### src/verilog/flash_seq_pkg.sv
// constants, command codes and carrier types of the flash program/erase sequencer
// assumes a 250 MHz system clock that oversamples the serial link
package flash_seq_pkg;

	// ----------------------------------------------------------------
	// timing
	// ----------------------------------------------------------------
	localparam int CLK_PERIOD_NS = 4;

	// ----------------------------------------------------------------
	// command codes
	// ----------------------------------------------------------------
	localparam logic [7:0] WRITE_ENABLE_CMD = 8'h06;
	localparam logic [7:0] READ_STATUS_CMD = 8'h05;
	localparam logic [7:0] PAGE_PROGRAM_CMD = 8'h02;
	localparam logic [7:0] QUAD_PROGRAM_CMD = 8'h32;
	localparam logic [7:0] SECTOR_ERASE_CMD = 8'h20;
	localparam logic [7:0] HALF_BLOCK_ERASE_CMD = 8'h52;
	localparam logic [7:0] BLOCK_ERASE_CMD = 8'hd8;
	localparam logic [7:0] CHIP_ERASE_CMD_A = 8'hc7;
	localparam logic [7:0] CHIP_ERASE_CMD_B = 8'h60;
	localparam logic [7:0] NO_CMD = 8'h00;

	// ----------------------------------------------------------------
	// geometry, frame layout and reset values
	// ----------------------------------------------------------------
	localparam int PAGE_BYTES = 256;
	localparam logic [24:0] SECTOR_BYTES = 25'h0001000;
	localparam logic [24:0] HALF_BLOCK_BYTES = 25'h0008000;
	localparam logic [24:0] BLOCK_BYTES = 25'h0010000;
	localparam logic [24:0] ARRAY_BYTES = 25'h0200000;
	localparam logic [2:0] ADDR_DONE_BYTES = 3'h4;
	localparam logic [2:0] OPCODE_BYTES = 3'h1;
	localparam int SY_CS = 5;
	localparam int SY_SCLK = 4;
	localparam logic [5:0] SYNC_RST = 6'h20;
	localparam logic [31:0] TIMER_RST = 32'h0;

	// ----------------------------------------------------------------
	// types
	// ----------------------------------------------------------------
	typedef enum logic [1:0] {ST_IDLE, ST_PROG, ST_ERASE} flash_state_e;

	typedef enum logic [2:0] {
		OPK_PROG, OPK_QPROG, OPK_SECTOR, OPK_HALF, OPK_BLOCK, OPK_CHIP
	} op_kind_e;

	typedef struct packed {
		logic cs_n;
		logic sclk;
		logic io_line_3;
		logic io_line_2;
		logic io_line_1;
		logic io_line_0;
	} link_in_s;

	typedef struct packed {
		logic io_line_1;
		logic io_line_1_oe_n;
	} link_out_s;

	typedef struct packed {
		logic en;
		logic [23:0] addr;
		logic [7:0] data;
	} prog_wr_s;

	typedef struct packed {
		logic en;
		op_kind_e kind;
		logic [23:0] addr;
	} erase_req_s;

endpackage

### src/verilog/flash_program_erase.sv
// serial flash program/erase sequencer: frame decode, write latch, protection, busy timing
// assumes serial link pins asynchronous to clk_sys, link clock well below clk_sys/4;
// the flash array itself sits outside and takes prog_wr and erase_req
// Function
// - page program: opcode, 24-bit address, data
// - page program needs write latch set
// - data address wraps inside 256-byte page
// - partial program leaves other page bytes
// - program only if select rises on boundary
// - program runs timed cycle showing busy
// - status readable during any busy cycle
// - program end clears write latch
// - protected page refuses program
// - quad program needs quad enable, latch
// - quad program otherwise same as single
// - sector erase sets 4K sector blank
// - every erase needs write latch set
// - erase only if select rises after address
// - block and half block erase codes
// - erase shows busy, clears latch at end
// - protected target refuses sector/block erase
// - chip erase timed, busy, clears latch
// - chip erase select rises after opcode
// - any protection refuses chip erase
// - write enable alone sets latch
// - status byte shifted out msb first
`timescale 1ns/100ps
module flash_program_erase
	import flash_seq_pkg::*;
#(
	parameter int PROG_TIME_NS = 4000,
	parameter int SECTOR_ERASE_TIME_NS = 20000,
	parameter int BLOCK_ERASE_TIME_NS = 40000,
	parameter int ARRAY_ERASE_TIME_NS = 80000
) (
	// clock and reset
	input wire logic clk_sys,
	input wire logic rstn,
	// serial link
	input wire link_in_s link_in,
	output link_out_s link_out,
	// protection and quad enable configuration
	input wire logic quad_enable_bit,
	input wire logic top_bottom_select,
	input wire logic sector_granularity_select,
	input wire logic protect_level_bit_2,
	input wire logic protect_level_bit_1,
	input wire logic protect_level_bit_0,
	// status
	output logic busy_flag,
	output logic write_enable_latch,
	// array side
	output prog_wr_s prog_wr,
	output erase_req_s erase_req
);

	// ----------------------------------------------------------------
	// cycle counts
	// ----------------------------------------------------------------
	localparam int PROG_RAW = (PROG_TIME_NS + CLK_PERIOD_NS - 1) / CLK_PERIOD_NS;
	// the page copy needs one cycle per byte, so the cycle never ends earlier
	localparam int PROG_CYCLES = (PROG_RAW > PAGE_BYTES) ? PROG_RAW : PAGE_BYTES + 1;
	localparam int SECTOR_RAW = (SECTOR_ERASE_TIME_NS + CLK_PERIOD_NS - 1) / CLK_PERIOD_NS;
	localparam int SECTOR_CYCLES = (SECTOR_RAW > 1) ? SECTOR_RAW : 2;
	localparam int BLOCK_RAW = (BLOCK_ERASE_TIME_NS + CLK_PERIOD_NS - 1) / CLK_PERIOD_NS;
	localparam int BLOCK_CYCLES = (BLOCK_RAW > 1) ? BLOCK_RAW : 2;
	localparam int ARRAY_RAW = (ARRAY_ERASE_TIME_NS + CLK_PERIOD_NS - 1) / CLK_PERIOD_NS;
	localparam int ARRAY_CYCLES = (ARRAY_RAW > 1) ? ARRAY_RAW : 2;

	// ----------------------------------------------------------------
	// state
	// ----------------------------------------------------------------
	typedef struct packed {
		logic [5:0] sync1;
		logic [5:0] sync2;
		logic sclk_prev;
		logic cs_prev;
		logic [2:0] bit_cnt;
		logic [2:0] byte_cnt;
		logic [7:0] shreg;
		logic [7:0] opcode;
		logic [23:0] addr;
		logic [7:0] ptr;
		logic data_seen;
		logic [PAGE_BYTES-1:0] mask;
		logic [7:0] sr_out;
		logic dout;
		logic dout_oe_n;
		flash_state_e st;
		logic busy;
		op_kind_e kind;
		logic [31:0] timer;
		logic [8:0] copy_idx;
		logic wen_latch;
		logic [23:0] op_addr;
		prog_wr_s prog_wr;
		erase_req_s erase_req;
	} state_s;

	state_s q;
	state_s d;
	logic [7:0] page_buf [PAGE_BYTES];
	logic buf_we;
	logic [7:0] buf_idx;
	logic [7:0] buf_data;
	logic cs_rise;
	logic start_prot;
	logic [24:0] cur_prot_len;

	// ----------------------------------------------------------------
	// protection decode
	// ----------------------------------------------------------------
	function automatic logic [24:0] prot_len(input logic granular, input logic [2:0] level);
		logic [24:0] len;
		len = '0;
		if (level != 3'h0) begin
			if (granular) begin
				len = (level >= 3'h4) ? HALF_BLOCK_BYTES : (SECTOR_BYTES << (level - 3'h1));
			end else begin
				len = BLOCK_BYTES << (level - 3'h1);
			end
			if (len > ARRAY_BYTES) begin
				len = ARRAY_BYTES;
			end
		end
		return len;
	endfunction

	// bottom set puts the guarded region at address zero, else at the array top
	function automatic logic prot_hit(input logic [23:0] lo, input logic [23:0] hi,
			input logic bottom, input logic granular, input logic [2:0] level);
		logic [24:0] len;
		logic [24:0] rlo;
		logic [24:0] rhi;
		len = prot_len(granular, level);
		rlo = bottom ? 25'h0 : ARRAY_BYTES - len;
		rhi = bottom ? len : ARRAY_BYTES;
		return (len != 25'h0) && ({1'b0, lo} < rhi) && ({1'b0, hi} >= rlo);
	endfunction

	// ----------------------------------------------------------------
	// next state
	// ----------------------------------------------------------------
	always_comb begin
		logic [2:0] level;
		logic sclk_rise;
		logic sclk_fall;
		logic cs_fall;
		logic cs_low;
		logic quad;
		logic boundary;
		logic [7:0] nxt;
		logic [2:0] bc;
		logic [7:0] status;
		logic [23:0] span_lo;
		logic [23:0] span_hi;
		span_lo = 24'h000000;
		span_hi = 24'h000000;
		level = {protect_level_bit_2, protect_level_bit_1, protect_level_bit_0};
		d = q;
		buf_we = 1'b0;
		buf_idx = q.ptr;
		buf_data = 8'h00;
		d.sync1 = link_in;
		d.sync2 = q.sync1;
		d.sclk_prev = q.sync2[SY_SCLK];
		d.cs_prev = q.sync2[SY_CS];
		d.prog_wr.en = 1'b0;
		d.erase_req.en = 1'b0;
		cs_low = !q.sync2[SY_CS];
		cs_rise = q.sync2[SY_CS] && !q.cs_prev;
		cs_fall = cs_low && q.cs_prev;
		sclk_rise = q.sync2[SY_SCLK] && !q.sclk_prev;
		sclk_fall = !q.sync2[SY_SCLK] && q.sclk_prev;
		quad = (q.opcode == QUAD_PROGRAM_CMD) && (q.byte_cnt != 3'h0);
		boundary = (q.bit_cnt == 3'h0);
		status = {1'b0, sector_granularity_select, top_bottom_select, level,
			q.wen_latch, q.busy};
		nxt = quad ? {q.shreg[3:0], q.sync2[3:0]} : {q.shreg[6:0], q.sync2[0]};
		bc = q.bit_cnt + (quad ? 3'h4 : 3'h1);
		cur_prot_len = prot_len(sector_granularity_select, level);

		// target span of the command held at select rise
		case (q.opcode)
			PAGE_PROGRAM_CMD, QUAD_PROGRAM_CMD: begin
				span_lo = {q.addr[23:8], 8'h00};
				span_hi = {q.addr[23:8], 8'hff};
			end
			SECTOR_ERASE_CMD: begin
				span_lo = {q.addr[23:12], 12'h000};
				span_hi = {q.addr[23:12], 12'hfff};
			end
			HALF_BLOCK_ERASE_CMD: begin
				span_lo = {q.addr[23:15], 15'h0000};
				span_hi = {q.addr[23:15], 15'h7fff};
			end
			BLOCK_ERASE_CMD: begin
				span_lo = {q.addr[23:16], 16'h0000};
				span_hi = {q.addr[23:16], 16'hffff};
			end
			default: begin
				span_lo = 24'h000000;
				span_hi = ARRAY_BYTES[23:0] - 24'h000001;
			end
		endcase
		start_prot = prot_hit(span_lo, span_hi, top_bottom_select,
			sector_granularity_select, level);

		// frame opens: forget the previous command
		if (cs_fall) begin
			d.bit_cnt = 3'h0;
			d.byte_cnt = 3'h0;
			d.data_seen = 1'b0;
			d.opcode = NO_CMD;
			if (!q.busy) begin
				d.mask = '0;
			end
		end

		// shift in on rising link clock
		if (cs_low && sclk_rise) begin
			d.shreg = nxt;
			d.bit_cnt = bc;
			if (bc == 3'h0) begin
				case (q.byte_cnt)
					3'h0: d.opcode = nxt;
					3'h1, 3'h2: d.addr = {q.addr[15:0], nxt};
					3'h3: begin
						d.addr = {q.addr[15:0], nxt};
						d.ptr = nxt;
					end
					default: begin
						d.data_seen = 1'b1;
						// a running cycle still reads the page buffer, so leave it alone
						if (!q.busy && (q.opcode == PAGE_PROGRAM_CMD ||
								q.opcode == QUAD_PROGRAM_CMD)) begin
							buf_we = 1'b1;
							buf_data = nxt;
							d.mask[q.ptr] = 1'b1;
							d.ptr = q.ptr + 8'h01;
						end
					end
				endcase
				if (q.byte_cnt < ADDR_DONE_BYTES) begin
					d.byte_cnt = q.byte_cnt + 3'h1;
				end
			end
		end

		// status out on falling link clock, refreshed at each byte start
		if (cs_low && sclk_fall && q.opcode == READ_STATUS_CMD && q.byte_cnt != 3'h0) begin
			d.dout_oe_n = 1'b0;
			if (boundary) begin
				d.dout = status[7];
				d.sr_out = {status[6:0], 1'b0};
			end else begin
				d.dout = q.sr_out[7];
				d.sr_out = {q.sr_out[6:0], 1'b0};
			end
		end
		if (!cs_low) begin
			d.dout_oe_n = 1'b1;
		end

		// command execution at select rise, only when idle
		if (cs_rise && q.st == ST_IDLE) begin
			case (q.opcode)
				WRITE_ENABLE_CMD: begin
					if (q.byte_cnt == OPCODE_BYTES && boundary) begin
						d.wen_latch = 1'b1;
					end
				end
				PAGE_PROGRAM_CMD, QUAD_PROGRAM_CMD: begin
					if (q.byte_cnt == ADDR_DONE_BYTES && q.data_seen && boundary &&
							q.wen_latch && !start_prot &&
							(q.opcode == PAGE_PROGRAM_CMD || quad_enable_bit)) begin
						d.st = ST_PROG;
						d.busy = 1'b1;
						d.kind = (q.opcode == QUAD_PROGRAM_CMD) ? OPK_QPROG : OPK_PROG;
						d.timer = 32'(PROG_CYCLES);
						d.copy_idx = 9'h000;
						d.op_addr = span_lo;
					end
				end
				SECTOR_ERASE_CMD, HALF_BLOCK_ERASE_CMD, BLOCK_ERASE_CMD: begin
					if (q.byte_cnt == ADDR_DONE_BYTES && !q.data_seen && boundary &&
							q.wen_latch && !start_prot) begin
						d.st = ST_ERASE;
						d.busy = 1'b1;
						d.op_addr = span_lo;
						d.erase_req.en = 1'b1;
						d.erase_req.addr = span_lo;
						if (q.opcode == SECTOR_ERASE_CMD) begin
							d.kind = OPK_SECTOR;
							d.timer = 32'(SECTOR_CYCLES);
						end else begin
							d.kind = (q.opcode == BLOCK_ERASE_CMD) ? OPK_BLOCK : OPK_HALF;
							d.timer = 32'(BLOCK_CYCLES);
						end
						d.erase_req.kind = d.kind;
					end
				end
				CHIP_ERASE_CMD_A, CHIP_ERASE_CMD_B: begin
					if (q.byte_cnt == OPCODE_BYTES && boundary && q.wen_latch &&
							!start_prot) begin
						d.st = ST_ERASE;
						d.busy = 1'b1;
						d.kind = OPK_CHIP;
						d.timer = 32'(ARRAY_CYCLES);
						d.op_addr = 24'h000000;
						d.erase_req.en = 1'b1;
						d.erase_req.kind = OPK_CHIP;
						d.erase_req.addr = 24'h000000;
					end
				end
				default: begin
				end
			endcase
		end

		// self-timed cycle
		case (q.st)
			ST_PROG, ST_ERASE: begin
				d.timer = q.timer - 32'h1;
				// only bytes received in this frame are written, the rest stay as they are
				if (q.st == ST_PROG && !q.copy_idx[8]) begin
					d.copy_idx = q.copy_idx + 9'h001;
					if (q.mask[q.copy_idx[7:0]]) begin
						d.prog_wr.en = 1'b1;
						d.prog_wr.addr = {q.op_addr[23:8], q.copy_idx[7:0]};
						d.prog_wr.data = page_buf[q.copy_idx[7:0]];
					end
				end
				if (q.timer == 32'h1) begin
					d.st = ST_IDLE;
					d.busy = 1'b0;
					d.wen_latch = 1'b0;
				end
			end
			ST_IDLE: begin
			end
			default: begin
				d.st = ST_IDLE;
				d.busy = 1'b0;
			end
		endcase
	end

	// ----------------------------------------------------------------
	// registers
	// ----------------------------------------------------------------
	always_ff @(posedge clk_sys or negedge rstn) begin
		if (!rstn) begin
			q <= '0;
			q.sync1 <= SYNC_RST;
			q.sync2 <= SYNC_RST;
			// link clock idles low, so reset must not fake a falling edge
			q.sclk_prev <= 1'b0;
			q.cs_prev <= 1'b1;
			q.dout_oe_n <= 1'b1;
			q.st <= ST_IDLE;
			q.kind <= OPK_PROG;
			q.timer <= TIMER_RST;
		end else begin
			q <= d;
		end
	end

	// page buffer holds no control state, so it needs no reset
	always_ff @(posedge clk_sys) begin
		if (buf_we) begin
			page_buf[buf_idx] <= buf_data;
		end
	end

	assign link_out.io_line_1 = q.dout;
	assign link_out.io_line_1_oe_n = q.dout_oe_n;
	assign busy_flag = q.busy;
	assign write_enable_latch = q.wen_latch;
	assign prog_wr = q.prog_wr;
	assign erase_req = q.erase_req;

	// ----------------------------------------------------------------
	// checks
	// ----------------------------------------------------------------
	AST_LATCH_CLEARED_AT_END: assert property (@(posedge clk_sys) disable iff (!rstn)
		$fell(q.busy) |-> !q.wen_latch) else $error("write latch still set after cycle");
	AST_START_NEEDS_LATCH: assert property (@(posedge clk_sys) disable iff (!rstn)
		$rose(q.busy) |-> $past(q.wen_latch)) else $error("cycle started without latch");
	AST_QUAD_NEEDS_ENABLE: assert property (@(posedge clk_sys) disable iff (!rstn)
		$rose(q.busy) && q.kind == OPK_QPROG |-> $past(quad_enable_bit))
		else $error("quad program without quad enable");
	AST_START_ON_BOUNDARY: assert property (@(posedge clk_sys) disable iff (!rstn)
		$rose(q.busy) |-> $past(cs_rise) && $past(q.bit_cnt) == 3'h0)
		else $error("cycle started off a byte boundary");
	AST_WRITE_STAYS_IN_PAGE: assert property (@(posedge clk_sys) disable iff (!rstn)
		q.prog_wr.en |-> q.prog_wr.addr[23:8] == q.op_addr[23:8] && q.st == ST_PROG)
		else $error("program write left its page");
	AST_PROG_BUSY_SPAN: assert property (@(posedge clk_sys) disable iff (!rstn)
		$rose(q.busy) && q.kind == OPK_PROG |-> q.busy [*8] ##1 q.busy)
		else $error("program cycle ended too early");
	AST_CHIP_UNGUARDED: assert property (@(posedge clk_sys) disable iff (!rstn)
		$rose(q.busy) && q.kind == OPK_CHIP |-> $past(cur_prot_len) == 25'h0)
		else $error("chip erase started with protection set");
	AST_NO_PROTECTED_START: assert property (@(posedge clk_sys) disable iff (!rstn)
		$rose(q.busy) |-> !$past(start_prot)) else $error("protected target started");
	AST_ERASE_REQUEST: assert property (@(posedge clk_sys) disable iff (!rstn)
		$rose(q.busy) && q.st == ST_ERASE |-> q.erase_req.en && q.erase_req.kind == q.kind)
		else $error("erase started without request");
	AST_NO_RESTART: assert property (@(posedge clk_sys) disable iff (!rstn)
		q.busy && $past(q.busy) |-> q.timer < $past(q.timer))
		else $error("busy cycle restarted");
	AST_STATUS_DRIVE: assert property (@(posedge clk_sys) disable iff (!rstn)
		!q.dout_oe_n |-> q.opcode == READ_STATUS_CMD) else $error("pin driven outside status read");

endmodule

### config.mk
export PLATFORM = sky130hd
export DESIGN_NAME = flash_program_erase
export DESIGN_NICKNAME = d
export VERILOG_FILES = /design/src/verilog/flash_seq_pkg.sv /design/src/verilog/flash_program_erase.sv
export SDC_FILE = /design/constraint.sdc
export NUM_CORES = 2
export LEC_CHECK = 0
export BUFFER_PORTS_ARGS = -buffer_cell sky130_fd_sc_hd__buf_2
export CORE_MARGIN = 2
export CORE_UTILIZATION = 60
export CTS_CLUSTER_SIZE = 10
export DETAILED_ROUTE_END_ITERATION = 10
export GPL_TIMING_DRIVEN = 0
export HOLD_SLACK_MARGIN = 0.1
export PLACE_DENSITY = 0.76
export SLEW_MARGIN = 20
export SYNTH_ARGS = -nofsm -noshare
export SYNTH_HDL_FRONTEND = slang
export SYNTH_SLANG_ARGS = --single-unit
### constraint.sdc
create_clock -name clk_sys -period 12.8 [get_ports clk_sys]
set_input_delay 3.2 -clock clk_sys [delete_from_list [all_inputs] [get_ports clk_sys]]
set_output_delay 3.2 -clock clk_sys [all_outputs]
set_load 0.005 [all_outputs]
==> results.txt <==
The pin count of the biggest net entering global routing came out at 106. Including well taps, the total number of placed cells is 7773. The number of cells in the finished layout apart from fillers was 8202. For this design, the CTS-stage hold fixing added 0 buffers. Per report_power, the clock group accounts for 45.2% of the total. The largest single stage delay on the critical path is 0.63 ns.

The startpoint identified for the worst register-to-register timing path is q[432]$_DFF_PN0_. Dominant register cell in the synthesized netlist: edfxtp_1. By count the netlist is led by edfxtp_1 (2048), mux4_2 (656), dfrtp_1 (443). For the die outline area, the log shows 0.171 mm^2.

Setup violations remaining at the end of the flow were counted as 0. The net count of the finished layout was 5928; the residual antenna-violating net count after detailed routing was 0. The wire-length estimate of the detail-placed layout is 188000 um.

Measured along the y axis, the die boundary spans 413 um. The maximum clock rate was 139 MHz. Summed over all instances, the cell type with the most area after synthesis is edfxtp_1. The die width came out at 413 um. The clock period could shrink to 7.21 ns.

The fraction of final layout cells with drive strength greater than 1 works out to 24.4%. Once the clock tree was built, the resizer swapped 0 gates to a different size. The detailed router placed 57300 vias in this run. Along the worst hold path, the cell count comes to 0. The number of setup buffers added after CTS is 0.

Dominant cell type by count on the critical path: clkbuf_1. The worst max-slew margin expressed relative to the limit was 11.9%. Walking the worst path, the cells encountered are buf_2 -> clkbuf_1 -> clkbuf_1 -> nor2_1 -> nand3_1 -> ha_1 -> clkbuf_1 -> nand2b_1 -> nor3_1 -> a221o_1 -> ha_1 -> a211oi_1 -> nand2_1 -> a21o_1 -> o221a_2 -> nor4_4 -> buf_2 -> mux2_2.

The worst setup path is of the primary input to register kind. The worst hold path terminates at q[459]$_DFF_PN0_. In the synthesized netlist the async set-or-reset flop fraction comes to 17.9%.

The average vias per placed instance is 6.99. The quantity of I/O buffers inserted on ports came out at 68. For the pin with the worst max-slew slack, the measured transition is 1.32 ns. Max-cap violations in this run came to 0. The cell count of the worst reg-to-reg path is 13, and the area share of the leading cell type in the synthesized netlist is 61.2%. The number of cells produced by synthesis is 5412, and the power per unit of standard cell area is 145 mW/mm^2. For the via count of the first global-routing pass, the log shows 56500. After synthesis, flip-flops and latches occupy 72.3% of the total area.

The fraction of power spent switching nets came out at 20.1%. For the aggregate routed wire length, the log shows 290000 um. For the worst setup path, the data required time is 13.56 ns. The cell row count came out at 150. End of the worst register-to-register path: page_buf[73][2]$_DFFE_PP_. Across every metal layer, demand over resource in global routing totals 34.5%. The per-instance average area after synthesis is 18.6 um^2.

For the combinational share of power, the log shows 1.6%. Of the total power, registers draw 53.1%. The internal power was 13.2 mW. The area overhead of the layout relative to synthesis works out to 13.3%. TritonCTS built the clock tree.

For the number of detailed-route iterations in the first pass, the log shows 9. Setup repair after global routing left no endpoint under its margin. Between clock sinks in the finished design, the worst skew comes to 0.0639 ns. The leakage power came out at 40.0 nW. The origin of the worst min-delay path was d[459]$_DFF_PN0_. The first-pass GRT wire length was 411000 um; the maximum root-to-sink buffer count was 4.

In the routed design, unresolved DRC markers number 0. Once the floorplan was initialized, standard cells occupied 60.3% of the core. For the critical path arrival, the log shows 7.98 ns. The kind of path behind the tightest hold check was register to register. The worst setup path is captured at a register.

The tools report the I/O pin total as 79. The tools report the master cell of the clock root buffer as clkbuf_16. The placeable core region is 0.167 mm^2. Clock latency on the worst-skew pair, taken at its later pin, is 0.95 ns. The synthesized design contains 2495 register bits. The number of different library cells used by synthesis comes to 83. Routability-driven placement finished with a final weighted congestion of 0.944. The run finished with clean final reports. The analysis attributes to net switching a power of 3.32 mW.

After clock tree synthesis, the clock-pin slew on the worst setup and hold paths is 0.05 ns. STA classifies the critical path startpoint as a primary input. The cell with the most instances after synthesis was edfxtp_1. Across all register-to-register paths, the minimum setup slack is 6.77 ns. TritonCTS created 302 clock buffers.

The number of flops mapped to enable cells by yosys is 2048. The H-tree was split into 5 levels. The detailed router finished its first iteration with 9365 violations. By area the synthesized netlist is led by edfxtp_1 (61%), mux4_2 (15%), dfrtp_1 (11%), o21ai_0 (1.6%), nand2_1 (1.4%). The number of buffers and inverters on the critical path is 5. The part of the cycle the worst path needs is 56.4%, and the final hold violation count is 0. The number of max-slew violations in the final report is 0, and the initial antenna violation count is 20.

The library cell contributing the largest single delay on the critical path was nor4_4. The gate family responsible for the most delay along the worst path was buffers and inverters. The placed instance area came out at 0.106 mm^2. The Yosys step of the flow raised 0 warnings. The clock net sink count is 2495, and the synthesized cell area is 0.101 mm^2. With fillers left out, the area of the finished cells amounts to 0.114 mm^2. Along the worst path, the maximum fanout reaches 10.

The worst-case IR drop observed on VDD is 0.152 mV. The routed wire length per instance was 35.4 um; the global route total overflow was 0.
## power groups by stage
stage	clock network (mW)	logic [mW]	registers [mW]
2_1_floorplan	0	0.165	8.92
3_3_place_gp	0	0.254	8.93
3_5_place_dp	0	0.270	8.94
4_1_cts	7.48	0.272	8.78
5_1_grt	7.78	0.303	8.78
6_report	7.48	0.271	8.78
## cells in the final DEF, fill, tap and decap left out, drive strengths merged, types with 13 or more instances in the layout
master	count
xnor2	14
or3	18
a22o	25
a211oi	31
mux2	59
nand2	378
a21oi	53
inv	47
o22ai	29
nor4	13
nand4	13
a22oi	36
edfxtp	2048
o21ai	332
ha	41
nand2b	15
nand3	46
o221ai	13
diode	21
xor2	14
mux4	667
nor3	34
clkbuf	596
o211ai	21
nor2	339
dfrtp	443
buf	380
mux2i	85
nor2b	23
## routing by layer
metal / vias up / track usage (%) / part of all wire, %
li1: 22400 / - / -
met4: 12 / 19.4 / 6.5
met5: - / 0 / 0.025
met3: 910 / 11.6 / 14
met2: 4611 / 50.4 / 45
met1: 29400 / 46.1 / 35
## final cells by class
class	count	area (um^2)
inverter	42	158
clock buffer	399	8120
timing repair buffer	148	2210
fill	10100	53000
clock inverter	9	65.1
tap	2204	2760
buffer	429	2430
antenna	21	52.6
multi-input combinational	2455	25400
sequential	2495	72700
## worst register-to-register path, stage by stage, from the launching register on
cell and delay (ns):
dfrtp_1 0.35, buf_2 0.17, or3b_1 0.47, nor4_1 0.41, buf_4 0.28, inv_1 0.06
ha_1 0.18, ha_1 0.29, nor3b_1 0.32, o2111ai_1 0.23, nor2_1 0.64, nand3_1 0.80
clkbuf_1 0.58, nor2_1 0.87
## kinds of logic after synthesis
| kind of cell | after synthesis | synth area share, % |
|---|---|---|
| flops | 2495 | 72.3 |
| simple gates | 941 | 4.10 |
| mux | 811 | 16.5 |
| compound gates | 622 | 3.79 |
| buf+inv | 471 | 2.52 |
| fa+ha+maj | 41 | 0.510 |
| xor+xnor | 29 | 0.266 |
| other cells | 2 | 0.00747 |
## worst max path at each step
| stage | cells past startpoint | endpoint | startpoint | slack (ns) |
|---|---|---|---|---|
| 2_1_floorplan | 12 | page_buf[0][0]$_DFFE_PP_ | q[432]$_DFF_PN0_ | 2.62 |
| 3_3_place_gp | 12 | page_buf[72][2]$_DFFE_PP_ | q[432]$_DFF_PN0_ | -5.12 |
| 3_5_place_dp | 18 | q[83]$_DFFE_PN0P_ | protect_level_bit_2 | 4.75 |
| 4_1_cts | 18 | q[83]$_DFFE_PN0P_ | protect_level_bit_2 | 5.69 |
| 5_1_grt | 18 | q[83]$_DFFE_PN0P_ | protect_level_bit_2 | 5.26 |
| 6_report | 18 | q[83]$_DFFE_PN0P_ | protect_level_bit_2 | 5.59 |
## sequential cells by signal, summed over array words and instances (netlist names)
| signal | flops |
|---|---|
| write_enable_latch | 1 |
| buf_idx | 8 |
| q | 374 |
| page_buf | 2048 |
| erase_req | 20 |
| busy_flag | 1 |
| link_out | 2 |
| d | 8 |
| prog_wr | 33 |
## per-stage QoR
stage	TNS [ns]	hold WS [ns]	total power [mW]	setup WS [ns]	util, %
3_3_place_gp	-9230.10	0.339	9.19	-5.12	62.1
2_1_floorplan	0	0.331	9.09	2.62	-
6_report	0	0.346	16.5	5.59	68.3
4_1_cts	0	0.349	16.5	5.69	68.2
3_5_place_dp	0	0.336	9.21	4.75	63.3
5_1_grt	0	0.356	16.9	5.26	68.2
(Power assumes the default switching activity.)
